[src/inc/pwtrap_pkg.sv]
// Summary of operation
// - Walks allowed only while walker enable set.
// - Size field makes mask ANDed with hash.
// - Size below 32K bytes raises reserved fault.
// - Size capped at 2^61 long, 2^52 short.
// - Format bit selects 8 or 32 byte entries.
// - Walk address is base ORed with index.
// - All base field bits are implemented.
// - Unimplemented base makes every walk miss while walker enable set.
// - Interruption registers record each event taken while collect set.
// - Access only while collect bit clear, else fault.
// - Contents may be overwritten while collecting.
// - Contents undefined after software clears collect.
// - Undefined after software set until next interruption.
// - Event taken while collect set copies status word into saved.
// - Return restores status, pointer and frame.
// - Cause written always, except nested data miss.
// - Several cause flags may be set together.
// - Detail code and legacy vector hold extras.
// - Cause bits 32 fetch, 33 write, 34 read.
`default_nettype none
package pwtrap_pkg;
  // ----------------------------------------------------------------
  // Register offsets on the bus.
  // ----------------------------------------------------------------
  localparam logic [7:0] OFS_ANCH_LO = 8'h00; // Anchor bits 31:0.
  localparam logic [7:0] OFS_ANCH_HI = 8'h04; // Anchor bits 63:32.
  localparam logic [7:0] OFS_CTRL    = 8'h08; // Collect and valid.
  localparam logic [7:0] OFS_FAULT   = 8'h0C; // Sticky fault flags.
  localparam logic [7:0] OFS_SAVE_LO = 8'h10; // First saved word.
  localparam logic [7:0] OFS_LAST_HI = 8'h2C; // Last saved word.
  // ----------------------------------------------------------------
  // Anchor fields and limits.
  // ----------------------------------------------------------------
  localparam int unsigned VE_POS   = 0;  // Walker enable.
  localparam int unsigned SIZE_LO  = 2;  // Size field low bit.
  localparam int unsigned FMT_POS  = 8;  // Entry format select.
  localparam int unsigned BASE_LO  = 15; // Base field low bit.
  localparam logic [63:0] ANCH_WMASK = 64'hFFFFFFFFFFFF81FD;
  localparam logic [63:0] ANCH_RST   = 64'h0000000000000000;
  localparam logic [5:0]  SIZE_MIN   = 6'h0F; // 32K bytes.
  localparam logic [5:0]  SIZE_LONG  = 6'h3D; // 2^61 bytes.
  localparam logic [5:0]  SIZE_SHORT = 6'h34; // 2^52 bytes.
  // ----------------------------------------------------------------
  // Cause register flag positions.
  // ----------------------------------------------------------------
  localparam int unsigned CS_X  = 32; // Instruction fetch.
  localparam int unsigned CS_W  = 33; // Write.
  localparam int unsigned CS_R  = 34; // Read.
  localparam int unsigned CS_SP = 36; // Speculative load.
  localparam int unsigned CS_NI = 39; // Nested interruption.
  localparam logic CTRL_RST = 1'b0; // Collect bit after reset.
endpackage : pwtrap_pkg
`default_nettype wire

[src/hw/pwtrap_mask.sv]
`timescale 1ns/10ps
`default_nettype none
// Builds the table mask from the size field, capped per format.
module pwtrap_mask
  import pwtrap_pkg::*;
(
  // Anchor fields.
  input  wire logic [5:0]  size,
  input  wire logic        long_fmt,
  // Resulting mask.
  output logic      [63:0] mask
);
  // ----------------------------------------------------------------
  // Size limit.
  // ----------------------------------------------------------------
  wire logic [5:0] cap  = long_fmt ? SIZE_LONG : SIZE_SHORT;
  wire logic [5:0] eff  = (size > cap) ? cap : size;
  // One mask bit per address bit: set below the table size.
  genvar gi;
  generate
    for (gi = 0; gi < 64; gi++) begin : g_bit
      assign mask[gi] = (7'(gi) < {1'b0, eff});
    end
  endgenerate
endmodule // pwtrap_mask
`default_nettype wire

[src/hw/pwtrap_vachk.sv]
`timescale 1ns/10ps
`default_nettype none
// Flags a virtual address whose upper bits are not a sign extension.
module pwtrap_vachk #(
  parameter int unsigned VA_BITS = 50 // Implemented address bits.
) (
  // Address under test.
  input  wire logic [63:0] addr,
  // High when the address is implemented.
  output logic             impl
);
  initial begin
    if (VA_BITS < 16 || VA_BITS > 64) begin
      $error("VA_BITS out of range");
    end
  end
  // ----------------------------------------------------------------
  // Top bits must all equal the highest implemented bit.
  // ----------------------------------------------------------------
  wire logic [63:0] ext = {64{addr[VA_BITS-1]}};
  wire logic [63:0] hi  = ~(64'hFFFFFFFFFFFFFFFF >> (64 - VA_BITS));
  assign impl = ((addr ^ ext) & hi) == 64'h0;
endmodule // pwtrap_vachk
`default_nettype wire

[src/hw/pwtrap_regs.sv]
`timescale 1ns/10ps
`default_nettype none
// Table anchor and interruption state registers behind APB.
module pwtrap_regs
  import pwtrap_pkg::*;
#(
  parameter int unsigned VA_BITS = 50, // Implemented VA bits.
  parameter int unsigned IC_BIT  = 13  // Collect bit in status word.
) (
  // Clock and reset.
  input  wire logic        pclk,
  input  wire logic        presetn,
  // APB slave.
  input  wire logic        psel,
  input  wire logic        penable,
  input  wire logic        pwrite,
  input  wire logic [7:0]  paddr,
  input  wire logic [31:0] pwdata,
  output logic             pready,
  output logic      [31:0] prdata,
  output logic             pslverr,
  // Interruption event from the core.
  input  wire logic        intr_take,
  input  wire logic [63:0] intr_psr,
  input  wire logic [63:0] intr_ip,
  input  wire logic [63:0] intr_frame,
  input  wire logic        ev_exec,
  input  wire logic        ev_write,
  input  wire logic        ev_read,
  input  wire logic        ev_spec,
  input  wire logic        ev_sema,
  input  wire logic        ev_spec_load,
  input  wire logic        ev_nested_dtlb,
  input  wire logic [15:0] ev_code,
  input  wire logic [7:0]  ev_vector,
  // Return from interruption.
  input  wire logic        rfi_req,
  output logic             rfi_done,
  output logic      [63:0] rfi_psr,
  output logic      [63:0] rfi_ip,
  output logic      [63:0] rfi_frame,
  output logic             interruption_collect_bit,
  // Table walker.
  input  wire logic        walk_req,
  input  wire logic [63:0] walk_hash,
  output logic             walk_go,
  output logic             walk_miss,
  output logic      [63:0] walk_addr,
  output logic             walk_long,
  // Fault pulses.
  output logic             rsv_fault,
  output logic             illegal_fault
);
  initial begin
    if (IC_BIT > 63) begin
      $error("IC_BIT out of range");
    end
  end

  // ----------------------------------------------------------------
  // State.
  // ----------------------------------------------------------------
  logic [63:0] anch_q;       // Page table anchor register.
  logic [63:0] saved_q;      // Saved status register.
  logic [63:0] cause_q;      // Interruption cause register.
  logic [63:0] iip_q;        // Interrupted pointer register.
  logic [63:0] ifs_q;        // Interrupted frame register.
  logic        collect_q;    // Collection bit.
  logic        valid_q;      // Saved contents are defined.
  logic [1:0]  flt_q;        // Sticky faults: reserved, illegal.
  logic [31:0] rdata_q;      // Read data captured at setup.
  logic        rfi_done_q;   // Return pulse.
  logic [63:0] rpsr_q;       // Restored status word.
  logic [63:0] rip_q;        // Restored pointer.
  logic [63:0] rfs_q;        // Restored frame.
  logic        go_q;         // Walk launched.
  logic        miss_q;       // Walk ends in a miss.
  logic [63:0] waddr_q;      // Walk reference address.
  logic        rsv_q;        // Reserved fault pulse.
  logic        ill_q;        // Illegal operation pulse.

  // ----------------------------------------------------------------
  // Bus decode.
  // ----------------------------------------------------------------
  wire logic acc   = psel & penable;
  wire logic wr    = acc & pwrite;
  wire logic is_al = (paddr == OFS_ANCH_LO);
  wire logic is_ah = (paddr == OFS_ANCH_HI);
  wire logic is_ct = (paddr == OFS_CTRL);
  wire logic is_ft = (paddr == OFS_FAULT);
  // Saved words sit at 0x10..0x2C, one aligned word each.
  wire logic is_sv = (paddr >= OFS_SAVE_LO) && (paddr <= OFS_LAST_HI)
                     && (paddr[1:0] == 2'b00);
  wire logic known = is_al | is_ah | is_ct | is_ft | is_sv;
  // Saved words are locked while collection is on.
  wire logic blk   = is_sv & collect_q;
  // Size check on a low-word anchor write.
  wire logic [5:0] wsize = pwdata[SIZE_LO +: 6];
  wire logic bad_sz = is_al & (wsize < SIZE_MIN);
  wire logic err   = ~known | blk | (pwrite & bad_sz);
  wire logic ok_wr = wr & ~err;
  // Word select inside the saved block.
  wire logic [2:0] sidx = 3'((paddr - OFS_SAVE_LO) >> 3);
  wire logic       shi  = paddr[2];

  // Zero wait states; errors are flagged in the access phase.
  assign pready  = 1'b1;
  assign pslverr = acc & err;
  assign prdata  = rdata_q;

  // ----------------------------------------------------------------
  // Read mux.
  // ----------------------------------------------------------------
  wire logic [63:0] sv_w = (sidx == 3'h0) ? saved_q :
                           (sidx == 3'h1) ? cause_q :
                           (sidx == 3'h2) ? iip_q   : ifs_q;
  wire logic [31:0] rd_w = ~known ? 32'h0 :
                           blk    ? 32'h0 :
                           is_al  ? anch_q[31:0] :
                           is_ah  ? anch_q[63:32] :
                           is_ct  ? {30'h0, valid_q, collect_q} :
                           is_ft  ? {30'h0, flt_q} :
                           shi    ? sv_w[63:32] : sv_w[31:0];

  // Read data is latched in the setup phase so prdata is a flop.
  always_ff @(posedge pclk or negedge presetn) begin
    if (!presetn) begin
      rdata_q <= 32'h0;
    end else if (psel & ~penable) begin
      rdata_q <= rd_w;
    end
  end

  // ----------------------------------------------------------------
  // Anchor register.
  // ----------------------------------------------------------------
  // Reserved bits are masked on write so they always read zero.
  wire logic [63:0] anch_wv = {is_ah ? pwdata : anch_q[63:32],
                               is_al ? pwdata : anch_q[31:0]};
  wire logic [63:0] anch_d  = (ok_wr & (is_al | is_ah)) ?
                              (anch_wv & ANCH_WMASK) : anch_q;
  // The whole base field is stored, whatever VA_BITS is.
  always_ff @(posedge pclk or negedge presetn) begin
    if (!presetn) begin
      anch_q <= ANCH_RST;
    end else begin
      anch_q <= anch_d;
    end
  end

  // ----------------------------------------------------------------
  // Collection bit and content validity.
  // ----------------------------------------------------------------
  wire logic take_col = intr_take & collect_q;
  wire logic sw_ct    = ok_wr & is_ct;
  // A taken event wins over a return and over software.
  wire logic col_d = intr_take ? 1'b0 :
                     rfi_req   ? saved_q[IC_BIT] :
                     sw_ct     ? pwdata[0] : collect_q;
  // Only an interruption makes the contents defined; any software
  // write of the collect bit makes them undefined again.
  wire logic val_d = take_col ? 1'b1 :
                     sw_ct    ? 1'b0 : valid_q;
  always_ff @(posedge pclk or negedge presetn) begin
    if (!presetn) begin
      collect_q <= CTRL_RST;
      valid_q   <= 1'b0;
    end else begin
      collect_q <= col_d;
      valid_q   <= val_d;
    end
  end

  // ----------------------------------------------------------------
  // Cause word assembly.
  // ----------------------------------------------------------------
  logic [63:0] cause_ev; // Cause value for this event.
  always_comb begin
    cause_ev        = 64'h0;
    cause_ev[15:0]  = ev_code;
    cause_ev[23:16] = ev_vector;
    cause_ev[CS_X]  = ev_exec;
    // A semaphore reads and writes; a speculative load reads.
    cause_ev[CS_W]  = ev_write | ev_sema;
    cause_ev[CS_R]  = ev_read | ev_sema | ev_spec_load;
    cause_ev[CS_SP] = ev_spec | ev_spec_load;
    cause_ev[CS_NI] = ~collect_q;
  end

  // ----------------------------------------------------------------
  // Saved interruption registers.
  // ----------------------------------------------------------------
  // Hardware capture wins over a software write in the same cycle.
  wire logic sw_sv = ok_wr & is_sv;
  function automatic logic [63:0] upd(input logic [63:0] cur,
                                      input logic        hi,
                                      input logic [31:0] d);
    upd = hi ? {d, cur[31:0]} : {cur[63:32], d};
  endfunction
  wire logic [63:0] saved_d = take_col ? intr_psr :
    (sw_sv & sidx == 3'h0) ? upd(saved_q, shi, pwdata) : saved_q;
  wire logic [63:0] cause_d = (intr_take & ~ev_nested_dtlb) ?
    cause_ev :
    (sw_sv & sidx == 3'h1) ? upd(cause_q, shi, pwdata) : cause_q;
  wire logic [63:0] iip_d = take_col ? intr_ip :
    (sw_sv & sidx == 3'h2) ? upd(iip_q, shi, pwdata) : iip_q;
  wire logic [63:0] ifs_d = take_col ? intr_frame :
    (sw_sv & sidx == 3'h3) ? upd(ifs_q, shi, pwdata) : ifs_q;
  always_ff @(posedge pclk or negedge presetn) begin
    if (!presetn) begin
      saved_q <= 64'h0;
      cause_q <= 64'h0;
      iip_q   <= 64'h0;
      ifs_q   <= 64'h0;
    end else begin
      saved_q <= saved_d;
      cause_q <= cause_d;
      iip_q   <= iip_d;
      ifs_q   <= ifs_d;
    end
  end

  // ----------------------------------------------------------------
  // Return from interruption.
  // ----------------------------------------------------------------
  // Restored values are held until the next return.
  always_ff @(posedge pclk or negedge presetn) begin
    if (!presetn) begin
      rfi_done_q <= 1'b0;
      rpsr_q     <= 64'h0;
      rip_q      <= 64'h0;
      rfs_q      <= 64'h0;
    end else begin
      rfi_done_q <= rfi_req;
      if (rfi_req) begin
        rpsr_q <= saved_q;
        rip_q  <= iip_q;
        rfs_q  <= ifs_q;
      end
    end
  end

  // ----------------------------------------------------------------
  // Faults. A new fault wins over a clear in the same cycle.
  // ----------------------------------------------------------------
  wire logic set_rsv = wr & bad_sz & ~blk;
  wire logic set_ill = acc & blk;
  wire logic [1:0] w1c = (ok_wr & is_ft) ? pwdata[1:0] : 2'b00;
  wire logic [1:0] flt_d = (flt_q & ~w1c) | {set_ill, set_rsv};
  always_ff @(posedge pclk or negedge presetn) begin
    if (!presetn) begin
      flt_q <= 2'b00;
      rsv_q <= 1'b0;
      ill_q <= 1'b0;
    end else begin
      flt_q <= flt_d;
      rsv_q <= set_rsv;
      ill_q <= set_ill;
    end
  end

  // ----------------------------------------------------------------
  // Table walker address.
  // ----------------------------------------------------------------
  logic [63:0] mask;  // Index mask from the size field.
  logic        impl;  // Base is an implemented address.
  wire logic [63:0] base = {anch_q[63:BASE_LO], 15'h0};
  pwtrap_mask u_mask (
    .size     (anch_q[SIZE_LO +: 6]),
    .long_fmt (anch_q[FMT_POS]),
    .mask     (mask)
  );
  pwtrap_vachk #(.VA_BITS(VA_BITS)) u_vachk (
    .addr (base),
    .impl (impl)
  );
  // Misalignment of base is not checked; software owns that.
  wire logic [63:0] waddr_d = base | (walk_hash & mask);
  wire logic en = anch_q[VE_POS];
  always_ff @(posedge pclk or negedge presetn) begin
    if (!presetn) begin
      go_q    <= 1'b0;
      miss_q  <= 1'b0;
      waddr_q <= 64'h0;
    end else begin
      go_q    <= walk_req & en & impl;
      miss_q  <= walk_req & en & ~impl;
      if (walk_req) begin
        waddr_q <= waddr_d;
      end
    end
  end

  assign walk_go   = go_q;
  assign walk_miss = miss_q;
  assign walk_addr = waddr_q;
  assign walk_long = anch_q[FMT_POS];
  assign rfi_done  = rfi_done_q;
  assign rfi_psr   = rpsr_q;
  assign rfi_ip    = rip_q;
  assign rfi_frame = rfs_q;
  assign interruption_collect_bit = collect_q;
  assign rsv_fault     = rsv_q;
  assign illegal_fault = ill_q;
endmodule // pwtrap_regs
`default_nettype wire

[config.mk]
export PLATFORM = sky130hd
export DESIGN_NAME = pwtrap_regs
export DESIGN_NICKNAME = d
export VERILOG_FILES = /design/src/inc/pwtrap_pkg.sv /design/src/hw/pwtrap_mask.sv /design/src/hw/pwtrap_vachk.sv /design/src/hw/pwtrap_regs.sv
export SDC_FILE = /design/constraint.sdc
export NUM_CORES = 1
export LEC_CHECK = 0
export BUFFER_PORTS_ARGS = -buffer_cell sky130_fd_sc_hd__buf_2
export CORE_AREA = 2 2 246 248
export CTS_CLUSTER_SIZE = 30
export DETAILED_ROUTE_END_ITERATION = 12
export DIE_AREA = 0 0 248 250
export PLACE_DENSITY_LB_ADDON = 0.08
export SLEW_MARGIN = 40
export SYNTH_ARGS = -nofsm -noshare
export SYNTH_HDL_FRONTEND = slang
export SYNTH_SLANG_ARGS = --single-unit
export TNS_END_PERCENT = 10
[constraint.sdc]
create_clock -name pclk -period 4.85 [get_ports pclk]
set_input_delay 0.7275 -clock pclk [delete_from_list [all_inputs] [get_ports pclk]]
set_output_delay 0.7275 -clock pclk [all_outputs]
set_load 0.02 [all_outputs]
==> results.py <==
metrics = {
    "floorplan": {
        "fp.dieH_microns": 250,
        "core_area_sq_um": 59600,
        "start_util_pct": 48.7,
        "fp.dieW_microns": 248,
        "dieArea_sq_um": 62000,
        "io_pins": 632,
        "std_cell_rows": 90,
    },
    "worst_setup_path": {
        "cp_max_fo": 34,
        "path_cells": "buf_2 -> inv_2 -> nand3_1 -> buf_4 -> nor2_1 -> nand2_1 -> a31oi_1 -> buf_2",
        "arrival_ns": 3.10,
        "rrSetupSlack_ns": 1.78,
        "cp_top_family": "buffers and inverters",
        "crit_slowest_cell": "inv_2",
        "crit_start": "paddr[3]",
        "max_stage_delay_ns": 0.57,
        "r2r_start": "anch_q[8]$_DFFE_PN0P_",
        "cp-end-kind": "output pin",
        "crit_path_frequent_cell": "buf_2",
        "startpoint_type": "primary input",
        "r2r-end": "walk_addr[12]$_DFFE_PN0P_",
        "ff2ff_path_depth": 7,
        "worst-path-buf-inv": 4,
        "required_ns": 4.12,
        "critical_path_class": "in -> out",
    },
    "synthesis": {
        "synth_ff_type": "dfrtp_1",
        "synth_area_sq_um": 29000,
        "seq_area_frac_synth_pct": 52.7,
        "synth_async_sr_flop_share_pct": 100,
        "synth_edf_count": 0,
        "yosys.area.top_type": "dfrtp_1",
        "ys_warn_count": 0,
        "synth_nets": 3186,
        "netlist_instances": 2845,
        "synth_seq_cells": 610,
        "synthDistinctLibCells": 64,
        "syn_area_per_cell_sq_um": 10.2,
        "synthTopCellsByArea": "dfrtp_1, mux2_2, nor2_1",
        "synth_top_area_share_pct": 52.7,
    },
    "cells_and_area": {
        "drive_above_1_share_pct": 32.6,
        "layout.nets": 3714,
        "areaGrowthSynthToFinish_pct": 21.3,
    },
    "global_routing": {
        "antenna_found_initial": 18,
        "grt_pass1_vias": 26500,
        "track_usage_pct": 39.1,
        "grt_pass1_wl_microns": 178000,
        "grt_overflow": 0,
        "grt_max_degree": 164,
    },
    "clocking": {
        "clkSinkCount": 610,
        "clock_latency_ns": 0.60,
        "clk_pin_slew_ns": 0.06,
        "numCtsBuffers": 68,
        "postCtsSetupRepairBufs": 0,
        "cts.htree.levels": 3,
        "cts_resized": 0,
        "cts_tree": "built",
        "cts_root_buf": "clkbuf_16",
        "cts.path.max_buffers": 3,
        "cts_hold_buf": 0,
    },
    "sta": {
        "finalCriticalPeriod_ns": 3.83,
        "period_share_pct": 78.9,
        "skew_ns": 0.0173,
        "tns_ns": 0,
        "tightestPinTransition_ns": 0.951,
        "whs_ns": 0.130,
        "slew_headroom_pct": 34.9,
        "final_max_slew_viol_count": 0,
        "max_freq_mhz": 261,
        "finalHoldViolations": 0,
        "rsz0062_at_grt": "no",
        "setup_violations": 0,
    },
    "placed_design": {
        "port_buffers": 629,
        "gp_congestion": 0.981,
        "dp_hpwl_microns": 88800,
    },
    "detailed_routing": {
        "wl_per_cell_microns": 29.1,
        "route.vias.total": 27000,
        "vias_per_cell": 6.41,
        "first_pass_iters": 5,
        "drc": 0,
        "finalWirelength_microns": 123000,
        "drt_iter0_markers": 2952,
        "antenna_left": 0,
    },
    "power": {
        "p_leak_nw": 15.7,
        "p_per_area_nw_per_um2": 455,
        "ir_worst_vdd_uv": 315,
        "finalPower_mw": 16.0,
    },
    "status": {
        "status": "complete, no violations",
    },
    "hold_path": {
        "hold_path_class": "in -> async",
    },
    "run": {
        "cap_viol_max_count": 0,
    },
}
==> routing by layer <==
metal,vias up,GRT usage [%],share of wire [%]
met4,12,24.3,7.0
met3,354,8.37,9.2
met5,-,0,0.063
met2,1567,61.1,46
li1,11600,-,-
met1,13600,49.6,37
==> sequential cells by signal, summed over array words and instances, names as in the netlist, 2 cells and up <==
name and count:
cause_q 64, ifs_q 64, iip_q 64, rfi_frame 64
rfi_ip 64, rfi_psr 64, saved_q 64, walk_addr 64
anch_q 57, prdata 32, flt_q 2
==> area by class of cell <==
type	count	area, sq um
multi-input cells	1959	12700
clock inverters	15	131
flip-flops and latches	610	15300
clock buffers	104	2080
well taps	782	978
fillers	5212	24400
inverters	36	135
repair buffers	698	3850
diodes	13	32.5
==> logic make-up (layout without fill, tap and decap cells) <==
group | count (synthesis) | in the layout | share of synthesized area (%)
other cells | 1 | 14 | 0.0129
fa+ha+maj | 6 | 6 | 0.259
simple gates | 805 | 805 | 11.9
mux | 271 | 271 | 10.4
compound gates | 876 | 876 | 20.9
buf+inv | 276 | 853 | 3.89
flops | 610 | 610 | 52.7
==> where the power goes <==
group	switching [mW]	leakage [nW]	internal [mW]
Clock	2.12	1.10	3.06
Combinational	2.27	7.20	1.50
Sequential	0.945	7.37	6.10
Total	5.34	15.7	10.7
==> worst max path at each step <==
stage	to	slack, ns	depth (start not counted)
2_1_floorplan	prdata[9]$_DFFE_PN0P_	1.24	14
3_3_place_gp	prdata[29]$_DFFE_PN0P_	0.87	6
3_5_place_dp	saved_q[47]$_DFFE_PN0P_	0.99	7
4_1_cts	pslverr	1.06	8
5_1_grt	pslverr	0.92	8
6_report	pslverr	1.02	8
==> Yosys cell counts, drive strengths merged (50+ instances only) <==
library cell / count
or3: 59
clkbuf: 188
nand2: 282
a31oi: 50
buf: 52
nor2: 360
dfrtp: 610
a211oi: 80
o22ai: 73
a32oi: 52
o21ai: 138
mux2: 247
a21oi: 200
==> metrics by stage <==
step                      util (%)  setup WS [ns]  instances  instance area (sq um)
after CTS                     58.9           1.06       4203                  35100
after global routing          59.0          0.916       4208                  35100
final                         59.0           1.02       4217                  35200
after global placement        55.0          0.869       4080                  32800
after floorplan                  -           1.24       2845                  29000
after detailed placement      55.2          0.994       4084                  32900
==> cells in the final DEF (no fill, tap or decap), types with 50 or more instances in the layout <==
cell and count:
nand2_1 280, a211oi_1 80, o22ai_1 73, buf_2 625, or3_1 59, nor2_1 356, o21ai_0 105, a32oi_1 52
mux2_2 247, a21oi_1 198, clkbuf_16 72, a31oi_1 50, dfrtp_1 610, buf_4 59
Power figures use the tool's default switching activity.
